`src/hw/dcs_pkg.sv`:
```
package dcs_pkg;
  // converter clock divider: 200 MHz system clock, 25 MHz converter clock
  localparam int CLK_MHZ = 200;
  localparam int CONV_CLK_MHZ = 25;
  localparam int CONV_DIV = CLK_MHZ / CONV_CLK_MHZ;
  // acquisition window field of converter_control_one
  localparam int ACQ_LSB = 8;
  localparam int ACQ_W = 4;
  localparam int CTRL_W = 16;
  localparam logic [CTRL_W-1:0] CTRL_RESET = 16'h0000;
  // start-to-sample delay, in half converter clocks (2.5 clocks)
  localparam int START_DLY_HALF = 5;
  // result latencies after sampling, in converter clocks
  localparam int LAT_A_FIRST = 4;
  localparam int LAT_B_FIRST = 5;
  localparam int LAT_NEXT_BASE = 3;
  localparam int LAT_SEQ_NEXT_BASE = 2;
  // system clock cycles from result update to flag
  localparam int FLAG_DLY = 2;
  localparam int CH_W = 3;
  localparam int DATA_W = 12;
  typedef enum logic [2:0] {
    DCS_IDLE, DCS_DELAY, DCS_HOLD, DCS_CONV
  } dcs_state_type;
endpackage : dcs_pkg

```
`src/hw/dcs_delay_line.sv`:
```
`timescale 1ns/10ps
// delays a one-cycle pulse by a fixed number of system clocks
module dcs_delay_line #(
  parameter int DEPTH = 2
) (
  input wire logic i_mclk,
  input wire logic i_rst,
  input wire logic i_pulse,
  output logic o_pulse
);
  logic [DEPTH-1:0] pipe_q;

  // refuse a depth the shift register cannot serve
  if (DEPTH < 1) begin : g_bad_depth
    $error("depth must be at least one");
  end

  // shift register of the pulse, single stage kept apart
  if (DEPTH == 1) begin : g_one
    always_ff @(posedge i_mclk) begin
      if (i_rst) begin
        pipe_q <= '0;
      end else begin
        pipe_q <= i_pulse;
      end
    end
  end else begin : g_many
    always_ff @(posedge i_mclk) begin
      if (i_rst) begin
        pipe_q <= '0;
      end else begin
        pipe_q <= {pipe_q[DEPTH-2:0], i_pulse};
      end
    end
  end

  assign o_pulse = pipe_q[DEPTH-1];
endmodule : dcs_delay_line

```
`src/hw/dcs_sequencer.sv`:
```
`timescale 1ns/10ps
// Behaviour
// - in dual mode one selected A/B pair with index 0 to 7 is converted.
// - with dual select high each hold pulse converts both channels.
// - a pwm event, software trigger or external start pin starts a run.
// - flags are raised a few system clocks after the result update.
// - both channels are captured together on the hold pulse falling edge.
// - the hold pulse lasts from one to sixteen converter clocks.
// - hold width is one plus the acquisition field, bits 8 to 11.
// - sampling starts two and a half converter clocks after the start.
// - first A result after four and B after five converter clocks.
// - later results follow every three plus acquisition converter clocks dual, two plus acquisition single.
// - with dual select low one channel is converted per hold pulse.
module dcs_sequencer #(
  parameter int DIV = dcs_pkg::CONV_DIV,
  parameter int FLAG_DELAY = dcs_pkg::FLAG_DLY
) (
  input wire logic i_mclk,
  input wire logic i_rst,
  input wire logic [dcs_pkg::CTRL_W-1:0] i_ctrl_one,
  input wire logic i_dual_sample_select,
  input wire logic i_continuous,
  input wire logic [dcs_pkg::CH_W:0] i_channel,
  input wire logic i_pwm_event_source,
  input wire logic i_sw_trigger,
  input wire logic i_external_start_pin,
  input wire logic i_stop,
  input wire logic [dcs_pkg::DATA_W-1:0] i_analog_a,
  input wire logic [dcs_pkg::DATA_W-1:0] i_analog_b,
  output logic o_converter_clock,
  output logic o_sample_hold,
  output logic o_busy,
  output logic [dcs_pkg::DATA_W-1:0] o_result_a,
  output logic [dcs_pkg::DATA_W-1:0] o_result_b,
  output logic o_result_a_upd,
  output logic o_result_b_upd,
  output logic [dcs_pkg::CH_W:0] o_result_ch,
  output logic o_flag
);
  dcs_pkg::dcs_state_type state_q;
  logic [7:0] div_q;
  logic half_en;
  logic phase_q;
  // sample stages, one per half converter clock; B leaves at the last
  localparam int PIPE_N = 2 * dcs_pkg::LAT_B_FIRST;
  localparam int TAP_A = 2 * dcs_pkg::LAT_A_FIRST - 1;
  localparam int TAP_B = 2 * dcs_pkg::LAT_B_FIRST - 1;
  // gap after a pulse in half periods: two clocks dual, one single
  localparam int GAP_DUAL = 2 * (dcs_pkg::LAT_NEXT_BASE - 1) - 1;
  localparam int GAP_SEQ = 2 * (dcs_pkg::LAT_SEQ_NEXT_BASE - 1) - 1;
  logic [4:0] cnt_q;
  logic [dcs_pkg::ACQ_W-1:0] acq_q;
  logic dual_q;
  logic cont_q;
  logic [dcs_pkg::CH_W:0] ch_q;
  logic [PIPE_N-1:0] vld_q;
  logic [dcs_pkg::DATA_W-1:0] pipe_a_q [PIPE_N];
  logic [dcs_pkg::DATA_W-1:0] pipe_b_q [PIPE_N];
  logic capture;
  logic pending;
  logic upd_any;
  logic start;

  // refuse a divider the half-period counter cannot serve
  if (DIV < 2 || DIV % 2 != 0 || DIV > 255) begin : g_bad_div
    $error("bad divider");
  end

  assign start = i_pwm_event_source | i_sw_trigger | i_external_start_pin;

  // falling edge of the hold pulse; samples still in flight
  assign capture = (state_q == dcs_pkg::DCS_HOLD) && half_en
                   && (cnt_q == 5'h00);
  assign pending = |vld_q;

  // half-period enable of the converter clock
  always_ff @(posedge i_mclk) begin
    if (i_rst) begin
      div_q <= 8'h00;
      phase_q <= 1'b0;
      o_converter_clock <= 1'b0;
    end else if (half_en) begin
      div_q <= 8'h00;
      phase_q <= ~phase_q;
      o_converter_clock <= ~phase_q;
    end else begin
      div_q <= div_q + 8'h01;
    end
  end
  assign half_en = (div_q == 8'((DIV / 2) - 1));

  // main sequence: delay, hold pulse, conversion spacing
  always_ff @(posedge i_mclk) begin
    if (i_rst) begin
      state_q <= dcs_pkg::DCS_IDLE;
      cnt_q <= 5'h00;
      acq_q <= '0;
      dual_q <= 1'b0;
      cont_q <= 1'b0;
      ch_q <= '0;
      o_sample_hold <= 1'b0;
      o_busy <= 1'b0;
    end else begin
      case (state_q)
        dcs_pkg::DCS_IDLE: begin
          if (start) begin
            acq_q <= i_ctrl_one[dcs_pkg::ACQ_LSB +: dcs_pkg::ACQ_W];
            dual_q <= i_dual_sample_select;
            ch_q <= i_dual_sample_select ? {1'b0, i_channel[2:0]}
                                         : i_channel;
            cont_q <= i_continuous;
            cnt_q <= 5'(dcs_pkg::START_DLY_HALF - 1);
            o_busy <= 1'b1;
            state_q <= dcs_pkg::DCS_DELAY;
          end
        end
        dcs_pkg::DCS_DELAY: begin
          // count 2.5 clocks in half periods, then open the pulse
          if (half_en) begin
            if (cnt_q == 5'h00) begin
              o_sample_hold <= 1'b1;
              cnt_q <= 5'(2 * acq_q + 1);
              state_q <= dcs_pkg::DCS_HOLD;
            end else begin
              cnt_q <= cnt_q - 5'h01;
            end
          end
        end
        dcs_pkg::DCS_HOLD: begin
          // pulse is (1 + acq) clocks, 2*(1+acq) half periods
          if (capture) begin
            o_sample_hold <= 1'b0;
            // gap sets the spacing of successive results
            cnt_q <= dual_q ? 5'(GAP_DUAL) : 5'(GAP_SEQ);
            state_q <= dcs_pkg::DCS_CONV;
          end else if (half_en) begin
            cnt_q <= cnt_q - 5'h01;
          end
        end
        dcs_pkg::DCS_CONV: begin
          // next pulse once the gap has run out
          if (i_stop || !cont_q) begin
            if (!pending) begin
              o_busy <= 1'b0;
              state_q <= dcs_pkg::DCS_IDLE;
            end
          end else if (half_en) begin
            if (cnt_q == 5'h00) begin
              o_sample_hold <= 1'b1;
              cnt_q <= 5'(2 * acq_q + 1);
              state_q <= dcs_pkg::DCS_HOLD;
            end else begin
              cnt_q <= cnt_q - 5'h01;
            end
          end
        end
        default: state_q <= dcs_pkg::DCS_IDLE;
      endcase
    end
  end

  // both inputs enter stage zero together at the falling edge
  always_ff @(posedge i_mclk) begin
    if (i_rst) begin
      for (int k = 0; k < PIPE_N; k++) begin
        pipe_a_q[k] <= '0;
        pipe_b_q[k] <= '0;
      end
    end else if (half_en) begin
      pipe_a_q[0] <= capture ? i_analog_a : '0;
      pipe_b_q[0] <= capture ? i_analog_b : '0;
      for (int k = 1; k < PIPE_N; k++) begin
        pipe_a_q[k] <= pipe_a_q[k-1];
        pipe_b_q[k] <= pipe_b_q[k-1];
      end
    end
  end

  // each sample walks one stage per half converter clock
  // so a new pulse never cancels results still in flight
  always_ff @(posedge i_mclk) begin
    if (i_rst) begin
      vld_q <= '0;
    end else if (half_en) begin
      vld_q <= {vld_q[PIPE_N-2:0], capture};
    end
  end

  // result registers, A then B one converter clock later
  always_ff @(posedge i_mclk) begin
    if (i_rst) begin
      o_result_a <= '0;
      o_result_b <= '0;
      o_result_a_upd <= 1'b0;
      o_result_b_upd <= 1'b0;
      o_result_ch <= '0;
    end else begin
      o_result_a_upd <= 1'b0;
      o_result_b_upd <= 1'b0;
      // A result four clocks after its sample
      if (half_en && vld_q[TAP_A]) begin
        o_result_a <= pipe_a_q[TAP_A];
        o_result_a_upd <= 1'b1;
        o_result_ch <= ch_q;
      end
      // B result one clock later, dual mode only
      if (half_en && dual_q && vld_q[TAP_B]) begin
        o_result_b <= pipe_b_q[TAP_B];
        o_result_b_upd <= 1'b1;
      end
    end
  end

  // flag after the last update of the pulse
  assign upd_any = dual_q ? o_result_b_upd : o_result_a_upd;

  dcs_delay_line #(
    .DEPTH(FLAG_DELAY)
  ) u_flag_dly (
    .i_mclk(i_mclk),
    .i_rst(i_rst),
    .i_pulse(upd_any),
    .o_pulse(o_flag)
  );
endmodule : dcs_sequencer

```
`config.mk`:
```
export PLATFORM = sky130hd
export DESIGN_NAME = dcs_sequencer
export DESIGN_NICKNAME = d
export VERILOG_FILES = /design/src/hw/dcs_pkg.sv /design/src/hw/dcs_delay_line.sv /design/src/hw/dcs_sequencer.sv
export SDC_FILE = /design/constraint.sdc
export NUM_CORES = 1
export LEC_CHECK = 0
export BUFFER_PORTS_ARGS = -buffer_cell sky130_fd_sc_hd__buf_2
export CAP_MARGIN = 20
export CORE_ASPECT_RATIO = 2
export CORE_MARGIN = 10
export CORE_UTILIZATION = 64
export CTS_CLUSTER_DIAMETER = 80
export DETAILED_ROUTE_END_ITERATION = 10
export GPL_TIMING_DRIVEN = 0
export HOLD_SLACK_MARGIN = 0.15
export PLACE_DENSITY = 0.84
export REMOVE_ABC_BUFFERS = 1
export SLEW_MARGIN = 40
export SYNTH_ARGS = -nofsm -noshare
export SYNTH_HDL_FRONTEND = slang
export SYNTH_SLANG_ARGS = --single-unit
```
`constraint.sdc`:
```
create_clock -name i_mclk -period 13 [get_ports i_mclk]
set_clock_uncertainty 0.05 [all_clocks]
set_input_delay 1.95 -clock i_mclk [delete_from_list [all_inputs] [get_ports i_mclk]]
set_output_delay 1.95 -clock i_mclk [all_outputs]
set_load 0.005 [all_outputs]
```
==> run_results.csv <==
group,metric,value,unit
run_status,run_status,"completed",
setup_path,cp.depth,4,
clock_tree,cts_setup_buffers,0,
clock_tree,cts_tree,"done",
placed_design,dp_cells,1033,
power,vdd_drop_max,0.135,mV
sta,setup_violations,0,
setup_path,critical_path.max_fanout,85,
cells_and_area,n_antenna_cell,0,
yosys,synth_area,10700,µm²
setup_path,slowest_stage,"buf_4",
die,ios,86,
setup_path,r2r_end,"pipe_b_q[1][10]",
placed_design,dpl.hpwl,9.44,mm
yosys,ys_seq_elements,287,
global_routing,grt_pass1_wl,26.8,mm
setup_path,cp-endpoint,"pipe_b_q[1][10]",
clock_tree,ctsHoldBuffers,0,
route,wire_per_inst,14.8,µm
global_routing,gr-total-overflow,0,
route,drtIter0Drc,268,
setup_path,path_class,"in2reg",
sta,tns,0,ns
global_routing,antenna_found_initial,0,
clock_tree,numCtsBuffers,24,
route,via_per_inst,5.41,
setup_path,reg2reg_depth,6,
clock_tree,clock_latency,0.51,ns
cells_and_area,stdcell_count,1078,
flow_run,maxCapViolations,0,
yosys,synth_top_area_share,0.604,
yosys,synth_edf_count,216,
setup_path,cp-end-kind,"flop",
route,drt-total-wl,15.9,mm
die,die_area,22700,µm²
yosys,synth.area.top_cells,"edfxtp_1, dfxtp_1, and2_1, nand2_1, a21oi_1",
cells_and_area,mostFrequentLayoutCells,"and2_1, edfxtp_1, nand2_1",
die,die_width,112,µm
global_routing,grt.total_usage,0.138,
clock_tree,cts_resized,0,
yosys,synth_flop_cell,"edfxtp_1",
clock_tree,clockBufferDepth,3,
power,power.density,150,nW/µm²
sta,fin_crit,3.59,ns
setup_path,critPathMaxStageDelay,0.50,ns
route,ant_nets,0,
setup_path,critPathTopFamily,"buffers and inverters",
cells_and_area,fin_nets,907,
yosys,synth.yosys.warnings,0,
setup_path,r2r-start,"div_q[0]",
die,rows,67,
clock_tree,clk_pin_slew,0.06,ns
setup_path,cp_cell_sequence,"buf_4, nor2_1, inv_8, buf_16",
cells_and_area,area_delta_synth_final,14.0,%
yosys,synth.distinct_cells,47,
setup_path,arrival,3.70,ns
setup_path,crit_buf_inv,3,
yosys,synth-async-reset-ratio,0,
sta,tightest_slew,0.716,ns
route,firstDrtPassIters,5,
global_routing,grt_max_degree,86,
clock_tree,clock-sinks,287,
sta,finalHoldViolCount,0,
cells_and_area,layout_commonest_cell,"and2_1",
clock_tree,cts_root_buffer,"clkbuf_16",
power,leakage,4.69,nW
route,drc,0,
yosys,synth_top_area_cell,"edfxtp_1",
sta,drv_slew,0,
route,vias,5829,
cells_and_area,fillers,990,
setup_path,rrSetupSlack,9.86,ns
placed_design,gp_congestion,0.825,
die,core,16600,µm²
yosys,netlist_instances,783,
global_routing,grt_pass1_vias,5915,
setup_path,crit_start,"i_rst",
sta,max_freq,278,MHz
worst_hold_path,hold_class,"reg2reg",
setup_path,startpoint_type,"input pin",
sta,period_share,0.276,
placed_design,port_buffers,73,
clock_tree,htreeDepth,1,
cells_and_area,drive_above_1_share,0.152,
sta,rsz0062_at_grt,"no",
setup_path,cp_data_required_time,13.11,ns
yosys,synth_seq_area_share,0.737,
die,start_util,0.647,
yosys,syn_area_per_cell,13.7,µm²
sta,maxSlewHeadroom,0.519,
die,die_h,203,µm
-- sequential cells by signal, indices dropped and copies added (netlist names), 2 cells and up --
| name | cells |
|---|---|
| vld_q | 10 |
| acq_q | 4 |
| pipe_b_q | 120 |
| div_q | 8 |
| o_result_ch | 4 |
| pipe_a_q | 96 |
| ch_q | 4 |
| state_q | 3 |
| o_result_a | 12 |
| cnt_q | 5 |
| u_flag_dly.pipe_q | 2 |
| o_result_b | 12 |
-- kinds of logic (layout without fill, tap and decap cells) --
kind of cell | count (synthesis) | after routing | synth area share
AOI/OAI and AO/OA | 62 | 62 | 0.0351
DFF | 287 | 287 | 0.737
other | 1 | 1 | 0.000349
xor gates and xnor gates | 8 | 8 | 0.00653
buffers and inverters | 45 | 133 | 0.0176
adders and majority gates | 2 | 2 | 0.00233
muxes | 12 | 12 | 0.0113
and+or+nand+nor | 366 | 366 | 0.190
-- worst min path at each step --
| stage | cells past startpoint | to | startpoint | slack, ns |
|---|---|---|---|---|
| finish | 1 | u_flag_dly.pipe_q[1] | u_flag_dly.pipe_q[0] | 0.40 |
| detailed placement | 1 | u_flag_dly.pipe_q[1] | u_flag_dly.pipe_q[0] | 0.38 |
| floorplan | 1 | u_flag_dly.pipe_q[1] | u_flag_dly.pipe_q[0] | 0.36 |
| global route | 1 | u_flag_dly.pipe_q[1] | u_flag_dly.pipe_q[0] | 0.42 |
| global placement | 1 | u_flag_dly.pipe_q[1] | u_flag_dly.pipe_q[0] | 0.37 |
| CTS | 2 | o_result_a[6] | o_result_a[6] | 0.40 |
-- where the power goes --
part           internal [mW]  leakage (nW)  total [mW]  switching [mW]
Combinational         0.0245          1.47      0.0694          0.0448
Clock                  0.414         0.391       0.719           0.305
Sequential              1.04          2.82        1.05          0.0145
Total                   1.47          4.69        1.84           0.365
-- final cells by class --
cell class	count	area, µm²	area share
timing repair buffer	84	587	0.0480
tap	207	259	0.0212
clock buffer	29	641	0.0524
multi-input combinational	451	2660	0.217
clock inverter	15	158	0.0129
sequential	287	7910	0.646
inverter	5	26.3	0.00215
-- metrics by stage --
stage | setup WS [ns] | cell area [µm²] | util | power, mW | hold WS (ns)
after floorplan | 6.11 | 10600 | - | 1.11 | 0.364
after global placement | 3.84 | 11200 | 0.674 | 1.14 | 0.372
after detailed placement | 8.92 | 11400 | 0.688 | 1.14 | 0.385
after CTS | 9.47 | 12200 | 0.736 | 1.86 | 0.402
after global routing | 9.30 | 12200 | 0.737 | 1.90 | 0.420
final | 9.41 | 12200 | 0.737 | 1.84 | 0.398
-- metal layers --
metal	wire length, µm	vias to the layer above	global-route usage
met1	6320	2821	0.155
met3	852	36	0.0282
met4	429	0	0.0563
met5	0	-	0
li1	-	2833	-
met2	8330	139	0.247
-- Yosys cell counts (2+ instances only) --
library cell and instances:
and3_1 5, nor4_1 2, nor2b_1 2, and2_1 219
ha_1 2, buf_2 8, clkbuf_1 27, o21bai_1 2
nor2_1 28, nand2b_1 2, mux2i_1 11, edfxtp_1 216
a31oi_1 3, xnor2_1 2, or4_1 2, clkbuf_2 2
xor2_1 6, nand3b_1 2, nor3_1 5, inv_1 5
dfxtp_1 71, nand2_1 81, a21oi_1 45, nand3_1 10
buf_1 2, o21ai_0 2
Power figures use the tool's default switching activity.
